## config.mk

```make
export PLATFORM = sky130hd
export DESIGN_NAME = gpef_top
export DESIGN_NICKNAME = d
export VERILOG_FILES = /design/src/shared/gpef_pkg.sv /design/src/core/gpef_top.sv /design/src/core/gpef_sync.sv /design/src/core/gpef_pin_ctl.sv
export VERILOG_INCLUDE_DIRS = /design/src /design/src/shared
export SDC_FILE = /design/constraint.sdc
export NUM_CORES = 1
export LEC_CHECK = 0
export ABC_AREA = 0
export BUFFER_PORTS_ARGS = -buffer_cell sky130_fd_sc_hd__buf_2
export CORE_MARGIN = 3
export CORE_UTILIZATION = 49
export CTS_CLUSTER_DIAMETER = 30
export DETAILED_ROUTE_END_ITERATION = 6
export HOLD_SLACK_MARGIN = 0.05
export PLACE_DENSITY_LB_ADDON = 0.2
export SLEW_MARGIN = 20
export SYNTH_ARGS = -nofsm -noshare
export SYNTH_HDL_FRONTEND = slang
export SYNTH_SLANG_ARGS = --single-unit
```

## constraint.sdc

```tcl
create_clock -name pclk -period 2.4 [get_ports pclk]
set_input_delay 0.48 -clock pclk [delete_from_list [all_inputs] [get_ports pclk]]
set_output_delay 0.48 -clock pclk [all_outputs]
set_load 0.01 [all_outputs]
```

## src/shared/gpef_map.svh

```systemverilog
// Purpose: Register offsets, field positions, reset values for GPIO ports E and F
// Assumes: APB byte addresses, one 32-bit word per register
// Notes:   Definitions only
`ifndef GPEF_MAP_SVH
`define GPEF_MAP_SVH

// Register byte offsets
`define GPEF_OFS_E_DATA     8'h00
`define GPEF_OFS_F_DATA     8'h04
`define GPEF_OFS_E_DIR      8'h08
`define GPEF_OFS_F_DIR      8'h0C

// Field widths and positions
`define GPEF_E_WIDTH        8
`define GPEF_F_WIDTH        7
`define GPEF_FIELD_LSB      0

// Reset values
`define GPEF_E_RESET        8'h00
`define GPEF_F_RESET        7'h00

// Synchroniser depth
`define GPEF_SYNC_STAGES    2

`endif

```

## src/shared/gpef_pkg.sv

```systemverilog
// Purpose: Types for GPIO ports E and F
// Assumes: gpef_map.svh supplies the numbers
// Notes:   Types only
`include "gpef_map.svh"

package gpef_pkg;

	// APB request as seen by the slave
	typedef struct packed {
		logic        psel;
		logic        penable;
		logic        pwrite;
		logic [7:0]  paddr;
		logic [31:0] pwdata;
	} gpef_apb_req_t;

	// Register state of one port
	typedef struct packed {
		logic [`GPEF_E_WIDTH-1:0] data;
		logic [`GPEF_E_WIDTH-1:0] dir;
	} gpef_e_regs_t;

	typedef struct packed {
		logic [`GPEF_F_WIDTH-1:0] data;
		logic [`GPEF_F_WIDTH-1:0] dir;
	} gpef_f_regs_t;

	// Slave access phase states
	typedef enum logic [1:0] {
		GPEF_IDLE   = 2'b01,
		GPEF_ANSWER = 2'b10
	} gpef_state_t;

endpackage

```

## src/core/gpef_top.sv

```systemverilog
// Purpose: GPIO ports E (8 bits) and F (7 bits) with APB register access
// Assumes: pclk 40 MHz, presetn async active low, pins synchronous-sampled via two flops
// Notes:   Zero-wait-state APB slave, unmapped addresses read zero and raise pslverr
//
// Added by the designer: the APB interface to the registers.
`timescale 1ns/100ps
`include "gpef_map.svh"

module gpef_top #(
	parameter int E_WIDTH = `GPEF_E_WIDTH,
	parameter int F_WIDTH = `GPEF_F_WIDTH
) (
	// Clock and reset
	input  wire logic               pclk,
	input  wire logic               presetn,
	// APB slave
	input  wire logic               psel,
	input  wire logic               penable,
	input  wire logic               pwrite,
	input  wire logic [7:0]         paddr,
	input  wire logic [31:0]        pwdata,
	output logic      [31:0]        prdata,
	output logic                    pready,
	output logic                    pslverr,
	// Port E pins and mux select (1 = GPIO)
	input  wire logic [E_WIDTH-1:0] port_e_in,
	output logic      [E_WIDTH-1:0] port_e_out,
	output logic      [E_WIDTH-1:0] port_e_oe,
	input  wire logic [E_WIDTH-1:0] port_e_gpio_sel,
	// Port F pins and mux select (1 = GPIO)
	input  wire logic [F_WIDTH-1:0] port_f_in,
	output logic      [F_WIDTH-1:0] port_f_out,
	output logic      [F_WIDTH-1:0] port_f_oe,
	input  wire logic [F_WIDTH-1:0] port_f_gpio_sel
);

	// Whole state of the top level
	typedef struct packed {
		logic [E_WIDTH-1:0] e_data;
		logic [E_WIDTH-1:0] e_dir;
		logic [F_WIDTH-1:0] f_data;
		logic [F_WIDTH-1:0] f_dir;
		logic [31:0]        rdata;
		logic               ready;
		logic               slverr;
		gpef_pkg::gpef_state_t state;
	} gpef_top_st_t;

	gpef_top_st_t           st_q;
	gpef_top_st_t           st_d;
	gpef_pkg::gpef_apb_req_t req;
	logic [E_WIDTH-1:0]     e_sync;
	logic [F_WIDTH-1:0]     f_sync;
	logic [E_WIDTH-1:0]     e_read;
	logic [F_WIDTH-1:0]     f_read;
	logic                   setup;
	logic                   hit;

	// Bundle the APB request
	assign req.psel    = psel;
	assign req.penable = penable;
	assign req.pwrite  = pwrite;
	assign req.paddr   = paddr;
	assign req.pwdata  = pwdata;

	// Synchronise input pins before readback
	gpef_sync #(
		.WIDTH (E_WIDTH)
	) u_sync_e (
		.pclk      (pclk),
		.presetn   (presetn),
		.pin_async (port_e_in),
		.pin_sync  (e_sync)
	);

	gpef_sync #(
		.WIDTH (F_WIDTH)
	) u_sync_f (
		.pclk      (pclk),
		.presetn   (presetn),
		.pin_async (port_f_in),
		.pin_sync  (f_sync)
	);

	// Readback mux per bit: output bits give stored data, inputs the pin
	generate
		for (genvar i = 0; i < E_WIDTH; i++) begin : g_e_rd
			assign e_read[i] = st_q.e_dir[i] ? st_q.e_data[i] : e_sync[i];
		end
		for (genvar j = 0; j < F_WIDTH; j++) begin : g_f_rd
			assign f_read[j] = st_q.f_dir[j] ? st_q.f_data[j] : f_sync[j];
		end
	endgenerate

	// Setup phase of a new transfer and address decode
	assign setup = req.psel & ~req.penable;
	always_comb begin
		unique case (req.paddr)
			`GPEF_OFS_E_DATA, `GPEF_OFS_F_DATA,
			`GPEF_OFS_E_DIR,  `GPEF_OFS_F_DIR: hit = 1'b1;
			default:                             hit = 1'b0;
		endcase
	end

	// APB slave: register in setup, answer one cycle later in access phase
	always_comb begin
		st_d        = st_q;
		st_d.ready  = 1'b0;
		st_d.slverr = 1'b0;
		unique case (st_q.state)
			gpef_pkg::GPEF_IDLE: begin
				if (setup) begin
					st_d.state  = gpef_pkg::GPEF_ANSWER;
					st_d.ready  = 1'b1;
					st_d.slverr = ~hit;
					st_d.rdata  = 32'h0000_0000;
					if (!req.pwrite) begin
						unique case (req.paddr)
							`GPEF_OFS_E_DATA: st_d.rdata[E_WIDTH-1:0] = e_read;
							`GPEF_OFS_F_DATA: st_d.rdata[F_WIDTH-1:0] = f_read;
							`GPEF_OFS_E_DIR:  st_d.rdata[E_WIDTH-1:0] = st_q.e_dir;
							`GPEF_OFS_F_DIR:  st_d.rdata[F_WIDTH-1:0] = st_q.f_dir;
							default:          st_d.rdata = 32'h0000_0000;
						endcase
					end
				end
			end
			gpef_pkg::GPEF_ANSWER: begin
				// Access phase completes this edge; write takes effect here
				st_d.state = gpef_pkg::GPEF_IDLE;
				if (req.psel && req.penable && req.pwrite) begin
					unique case (req.paddr)
						`GPEF_OFS_E_DATA: st_d.e_data = req.pwdata[E_WIDTH-1:0];
						`GPEF_OFS_F_DATA: st_d.f_data = req.pwdata[F_WIDTH-1:0];
						`GPEF_OFS_E_DIR:  st_d.e_dir  = req.pwdata[E_WIDTH-1:0];
						`GPEF_OFS_F_DIR:  st_d.f_dir  = req.pwdata[F_WIDTH-1:0];
						default:          st_d.e_data = st_q.e_data;
					endcase // Upper bits dropped
				end
			end
			default: begin
				st_d.state = gpef_pkg::GPEF_IDLE;
			end
		endcase
	end

	// State register, reset clears all fields but state, which loads GPEF_IDLE
	always_ff @(posedge pclk or negedge presetn) begin
		if (!presetn) begin
			st_q.e_data <= `GPEF_E_RESET;
			st_q.e_dir  <= `GPEF_E_RESET;
			st_q.f_data <= `GPEF_F_RESET;
			st_q.f_dir  <= `GPEF_F_RESET;
			st_q.rdata  <= 32'h0000_0000;
			st_q.ready  <= 1'b0;
			st_q.slverr <= 1'b0;
			st_q.state  <= gpef_pkg::GPEF_IDLE;
		end else begin
			st_q <= st_d;
		end
	end

	// Pin drivers gated by direction and GPIO selection
	gpef_pin_ctl #(
		.WIDTH (E_WIDTH)
	) u_pin_e (
		.pclk     (pclk),
		.presetn  (presetn),
		.data     (st_q.e_data),
		.dir      (st_q.e_dir),
		.gpio_sel (port_e_gpio_sel),
		.pin_out  (port_e_out),
		.pin_oe   (port_e_oe)
	);

	gpef_pin_ctl #(
		.WIDTH (F_WIDTH)
	) u_pin_f (
		.pclk     (pclk),
		.presetn  (presetn),
		.data     (st_q.f_data),
		.dir      (st_q.f_dir),
		.gpio_sel (port_f_gpio_sel),
		.pin_out  (port_f_out),
		.pin_oe   (port_f_oe)
	);

	// Bus answer outputs straight from flops
	assign prdata  = st_q.rdata;
	assign pready  = st_q.ready;
	assign pslverr = st_q.slverr;

endmodule

```

## src/core/gpef_sync.sv

```systemverilog
// Purpose: Two-flop synchroniser for a bank of pin inputs
// Assumes: Single clock pclk, async active-low reset
// Notes:   First stage is read only by the second stage
`timescale 1ns/100ps

module gpef_sync #(
	parameter int WIDTH = 8
) (
	// Clock and reset
	input  wire logic             pclk,
	input  wire logic             presetn,
	// Pin levels in and synchronised out
	input  wire logic [WIDTH-1:0] pin_async,
	output logic      [WIDTH-1:0] pin_sync
);

	typedef struct packed {
		logic [WIDTH-1:0] meta;
		logic [WIDTH-1:0] sync;
	} gpef_sync_st_t;

	gpef_sync_st_t st_q;
	gpef_sync_st_t st_d;

	// Shift pins through two stages
	always_comb begin
		st_d      = st_q;
		st_d.meta = pin_async;
		st_d.sync = st_q.meta;
	end

	always_ff @(posedge pclk or negedge presetn) begin
		if (!presetn) begin
			st_q <= '0;
		end else begin
			st_q <= st_d;
		end
	end

	assign pin_sync = st_q.sync;

endmodule

```

## src/core/gpef_pin_ctl.sv

```systemverilog
// Purpose: Per-pin output enable gating by direction and GPIO mux selection
// Assumes: data and dir come from registers in the top module, gpio_sel straight from its input ports
// Notes:   Output is registered so top outputs come from flip-flops
`timescale 1ns/100ps

module gpef_pin_ctl #(
	parameter int WIDTH = 8
) (
	// Clock and reset
	input  wire logic             pclk,
	input  wire logic             presetn,
	// Register state and mux select
	input  wire logic [WIDTH-1:0] data,
	input  wire logic [WIDTH-1:0] dir,
	input  wire logic [WIDTH-1:0] gpio_sel,
	// Pin drive
	output logic      [WIDTH-1:0] pin_out,
	output logic      [WIDTH-1:0] pin_oe
);

	typedef struct packed {
		logic [WIDTH-1:0] out;
		logic [WIDTH-1:0] oe;
	} gpef_pin_st_t;

	gpef_pin_st_t st_q;
	gpef_pin_st_t st_d;

	// Enable a driver only for GPIO-selected output pins
	always_comb begin
		st_d = st_q;
		for (int i = 0; i < WIDTH; i++) begin
			st_d.oe[i]  = dir[i] & gpio_sel[i];
			st_d.out[i] = data[i] & dir[i] & gpio_sel[i];
		end
	end

	always_ff @(posedge pclk or negedge presetn) begin
		if (!presetn) begin
			st_q <= '0;
		end else begin
			st_q <= st_d;
		end
	end

	assign pin_out = st_q.out;
	assign pin_oe  = st_q.oe;

endmodule

```

Word level (Yosys, flattened, before mapping)
Cells that the tools add are included.
{"block": "word_totals", "register_bits": 102, "in_bits": 75, "out_inout_bits": 64, "elab_cells": 101}
{"block": "classes", "n_eq_ne": 6, "n_bitwise": 48, "muxes": 22, "reduce_logical": 9}
{"op": "$and A1 B1 Y1", "count": 46}
{"op": "$pmux W7 S4", "count": 1}
{"op": "$eq A8 B4 Y1 const B", "count": 2}
{"op": "$mux W1", "count": 16}
{"op": "$reduce_and A3 Y1", "count": 4}
{"op": "$eq A8 B3 Y1 const B", "count": 1}
{"op": "$logic_not A8 Y1", "count": 1}
{"op": "$mux W8", "count": 1}
{"op": "$mux W2", "count": 2}
{"op": "$mux W4", "count": 1}
{"op": "$reduce_or A4 Y1", "count": 1}
{"op": "$eq A2 B1 Y1 const B", "count": 1}
{"op": "$eq A2 B2 Y1 const B", "count": 1}
{"op": "$logic_and A1 B1 Y1", "count": 2}
{"op": "$ne A2 B2 Y1 const B", "count": 1}
{"op": "$not A1 Y1", "count": 2}
{"op": "$pmux W1 S2", "count": 1}
{"op": "$reduce_and A2 Y1", "count": 1}

Longest topological paths before layout
{"block": "logic_depth", "depth_word": 6, "depth_mapped": 4, "ltp_nobuf": 4}

Modules after synthesis
Synthesis repeated with hierarchy kept, for this count alone.
{"block": "hier_totals", "hier_cells": 267, "area_unflattened_um2": 3970.1}
{"module": "gpef_top", "cells_each": 177, "n_inst": 1, "area_per_inst_um2": 2280.9, "seq_area_each_um2": 1052.3}
{"module": "gpef_pin_ctl (u_pin_e)", "cells_each": 32, "n_inst": 1, "area_per_inst_um2": 500.5, "seq_area_each_um2": 400.4}
{"module": "gpef_pin_ctl (u_pin_f)", "cells_each": 28, "n_inst": 1, "area_per_inst_um2": 437.9, "seq_area_each_um2": 350.3}
{"module": "gpef_sync (u_sync_e)", "cells_each": 16, "n_inst": 1, "area_per_inst_um2": 400.4, "seq_area_each_um2": 400.4}
{"module": "gpef_sync (u_sync_f)", "cells_each": 14, "n_inst": 1, "area_per_inst_um2": 350.3, "seq_area_each_um2": 350.3}

Least setup slack after synthesis
No wires, ideal clock.
{"block": "synth_path", "path_kind": "input -> register", "from": "input port paddr[7]", "to": "register st_q[50] (netlist bit)", "setup_slack_ns": 0.305, "stages": 4, "required_time_ns": 2.275, "arrival_ns": 1.970, "setup_ns": 0.125, "n_path_buf": 1, "path_cell_list": "or4_4 buf_6 nor4_4 mux2_2"}
{"block": "synth_via", "elab_chain_cells": 2}
{"item": "from (decl)", "line_no": "gpef_top.sv:20", "text": "input wire logic [7:0] paddr,"}
{"item": "$eq A8 B4 Y1", "line_no": "gpef_top.sv:132", "text": "unique case (req.paddr)"}
{"item": "$reduce_and A3 Y1 (no line)"}
{"item": "to (signal assigned)", "line_no": "gpef_top.sv:159", "text": "st_q <= st_d;"}
{"item": "to (decl)", "line_no": "gpef_top.sv:49", "text": "gpef_top_st_t st_q;"}
No other way between the ends.
A chain may end at the register's enable or synchronous reset.

Worst setup path in the final report
{"block": "layout_path", "from": "input port paddr[7]", "to": "register st_q[59] (netlist bit)"}
{"block": "layout_via", "elab_chain_cells": 2}
{"item": "$logic_not A8 Y1", "line_no": "gpef_top.sv:132"}
{"item": "$reduce_and A3 Y1 (no line)"}
No other way between the ends.

==> results.toml <==
[setup_path]
end_kind = "flip-flop"
startpoint_type = "primary input"
critPathKind = "in -> reg"
worst_ep_arrival_time_ns = 2.09
cp.required_ns = 2.64
cp_max_fo = 6

[timing]
period_needed_ns = 1.850
finalSetupViolCount = 0
drv_slew = 0
worst_hold_slack_ns = 0.1724
finalSetupTns_ns = 0
slew_headroom = 0.5096
finalCritPeriodShare = 0.7706
hold_viol_final = 0
rsz0062_at_grt = "false"
fmaxAchievable_mhz = 540.7
worst_slew_pin_slew_ns = 0.7356
clock_skew_ns = 0.007180

[clock_tree]
cts_root_buffer = "clkbuf_8"
cts_hold_buffers = 0
clk_pin_slew_worst_paths_ns = 0.09
cts_tree = "built"
cts-resized-gates = 0
htreeDepth = 3
clk_path_buf_depth = 2
cts.sinks = 102
post_cts_buffers = 0
cts_buffers = 9
insertion_delay_ns = 0.36

[detailed_routing]
dr.pass1.iters = 4
num_vias = 2345
ant_nets = 0
routed_via_density = 4.937
finalWirelength_mm = 7.293
wl_per_cell_um = 15.35
drc = 0
drtIter0Drc = 45

[placement]
routabilityCongestion = 0.8180
dp.final_hpwl_mm = 5.325
numPortBuffers = 90

[floorplanning]
start_util = 0.5100
fp-row-count = 32
core_um2 = 7767
ios = 139
die-area_um2 = 9199
dieHeight_um = 95.91
chipWidth_um = 95.91

[yosys]
synth.distinct_cells = 30
synth_seq_area_share = 0.6447
synth_area_um2 = 3961
yosysWarnings = 0
synth-seq-cells = 102
avgSynthCellArea_um2 = 14.84
synth_cells = 267

[grt]
grt_util_all_layers = 0.1668
grt_max_degree = 61
antenna_found_initial = 0
grt_overflow = 0
grt_pass1_wl_mm = 11.41
grt_pass1_vias = 2263

[run_status]
status = "finished, final reports clean"

[pwr]
irDropWorstVdd_mv = 0.3277
leakagePower_nw = 2.525
p_total_mw = 3.087
p_per_area_nw_per_um2 = 658.2

[cells_and_area]
diodes = 0
area_growth_pct = 18.38
drive_gt1_frac = 0.4397
nets = 443

[job]
max-cap-violations = 0

[hold_path]
hold_path.class = "in -> async"
==> cell type report <==
class                   instances  area [um^2]
inverters                       2        7.507
clock inverters                 6        85.08
flip-flops and latches        102         2554
multi-input cells             149         1220
fillers                       662         3078
clock buffers                  10        137.6
repair buffers                104        558.0
well taps                     102        127.6
==> cell families after synthesis <==
family                 Yosys count  synth area share
DFF                            102            0.6447
other                            1         0.0009467
buffers and inverters           39           0.06917
muxes                           58            0.1582
AOI/OAI and AO/OA               10           0.02116
and+or+nand+nor                 57            0.1058
==> worst max-delay path, cell delays in order <==
cell    delay (ns)
buf_2         0.10
or4_4         0.62
nor4_4        0.32
buf_4         0.23
mux2_2        0.34
==> report_power, final <==
part / total, mW / switching, mW / internal (mW)
Combinational: 0.160 / 0.101 / 0.0585
Clock: 1.17 / 0.558 / 0.612
Sequential: 1.76 / 0.00922 / 1.75
Total: 3.09 / 0.669 / 2.42
==> metal layers <==
layer / track usage / up-vias / share of wire
met3: 0.03987 / 8 / 0.074
met2: 0.2669 / 84 / 0.48
met1: 0.2191 / 1170 / 0.43
met4: 0.06754 / 0 / 0.0095
li1: - / 1083 / -
met5: 0 / - / 0
==> sequential cells by signal, summed over array words and instances, names as in the netlist <==
register,cells
u_sync_f.st_d,7
u_pin_e.pin_oe,8
u_pin_f.pin_oe,7
u_pin_f.pin_out,7
u_pin_e.pin_out,8
st_q,32
pslverr,1
pready,1
u_sync_e.pin_sync,8
prdata,8
u_sync_e.st_d,8
u_sync_f.pin_sync,7
==> synth_stat cells (all sizes together) <==
master	instances	area, um^2
nand4b	2	17.52
or4	1	11.26
nor3	1	5.000
clkbuf	3	11.26
mux2i	21	210.2
o21a	1	7.510
o31ai	1	7.510
nor3b	1	7.510
nor4	5	91.34
and2	15	93.84
o211ai	1	7.510
nor2	2	7.510
inv	2	7.510
dfrtp	101	2527
or2	1	6.260
or4bb	2	22.52
nand4bb	1	11.26
mux2	37	416.7
and3	15	93.84
buf	34	255.2
o221ai	7	61.31
nand2	8	30.03
dfstp	1	26.28
or4b	1	10.01
conb	1	3.750
nand4	1	6.260
nand3	1	5.000
==> placed cells by master, fill, tap and decap left out <==
cell / synthesis / routed
nor3b_1: 1 / 1
o211ai_1: 1 / 1
dfrtp_1: 101 / 101
o31ai_1: 1 / 1
or4bb_1: 2 / 2
and2_1: 15 / 15
nor2_1: 2 / 2
nor4_1: 1 / 1
or2_2: 1 / 1
conb_1: 1 / 24
o221ai_1: 7 / 7
clkbuf_8: 0 / 10
mux2_2: 37 / 37
or4_4: 1 / 1
clkinv_2: 0 / 2
bufinv_16: 0 / 2
nand2_1: 8 / 8
or4b_1: 1 / 1
nand3_1: 1 / 1
nand4bb_1: 1 / 1
buf_4: 32 / 15
dfstp_2: 1 / 1
nor3_1: 1 / 1
o21a_1: 1 / 1
clkinvlp_4: 0 / 2
inv_1: 2 / 2
nand4b_1: 2 / 2
mux2i_1: 21 / 21
and3_1: 15 / 15
buf_2: 0 / 89
nand4_1: 1 / 1
nor4_4: 4 / 4
==> final timing paths <==
path                             startpoint  slack, ns                    to  cells past startpoint
max                                paddr[7]       0.55              st_q[59]                      5
min                                 presetn       0.17    u_pin_f.pin_out[5]                      1
max reg2reg                         st_q[0]       0.63              st_q[59]                      4
min reg2reg                u_sync_e.st_d[3]       0.35  u_sync_e.pin_sync[3]                      0
max in group asynchronous           presetn       1.53    u_pin_f.pin_out[0]                      2
min in group pclk              port_f_in[6]       0.22      u_sync_f.st_d[6]                      1
==> per-stage QoR <==
stage | util | setup slack, ns | area [um^2] | instances
after CTS | 0.6037 | 0.5500 | 4690 | 475
final | 0.6037 | 0.5505 | 4690 | 475
after floorplan | - | 0.3053 | 4048 | 290
after detailed placement | 0.5751 | 0.1746 | 4467 | 459
after global placement | 0.5751 | 0.1845 | 4467 | 459
after global routing | 0.6037 | 0.4872 | 4690 | 475
Note: power is estimated with default switching activity, not from simulation.
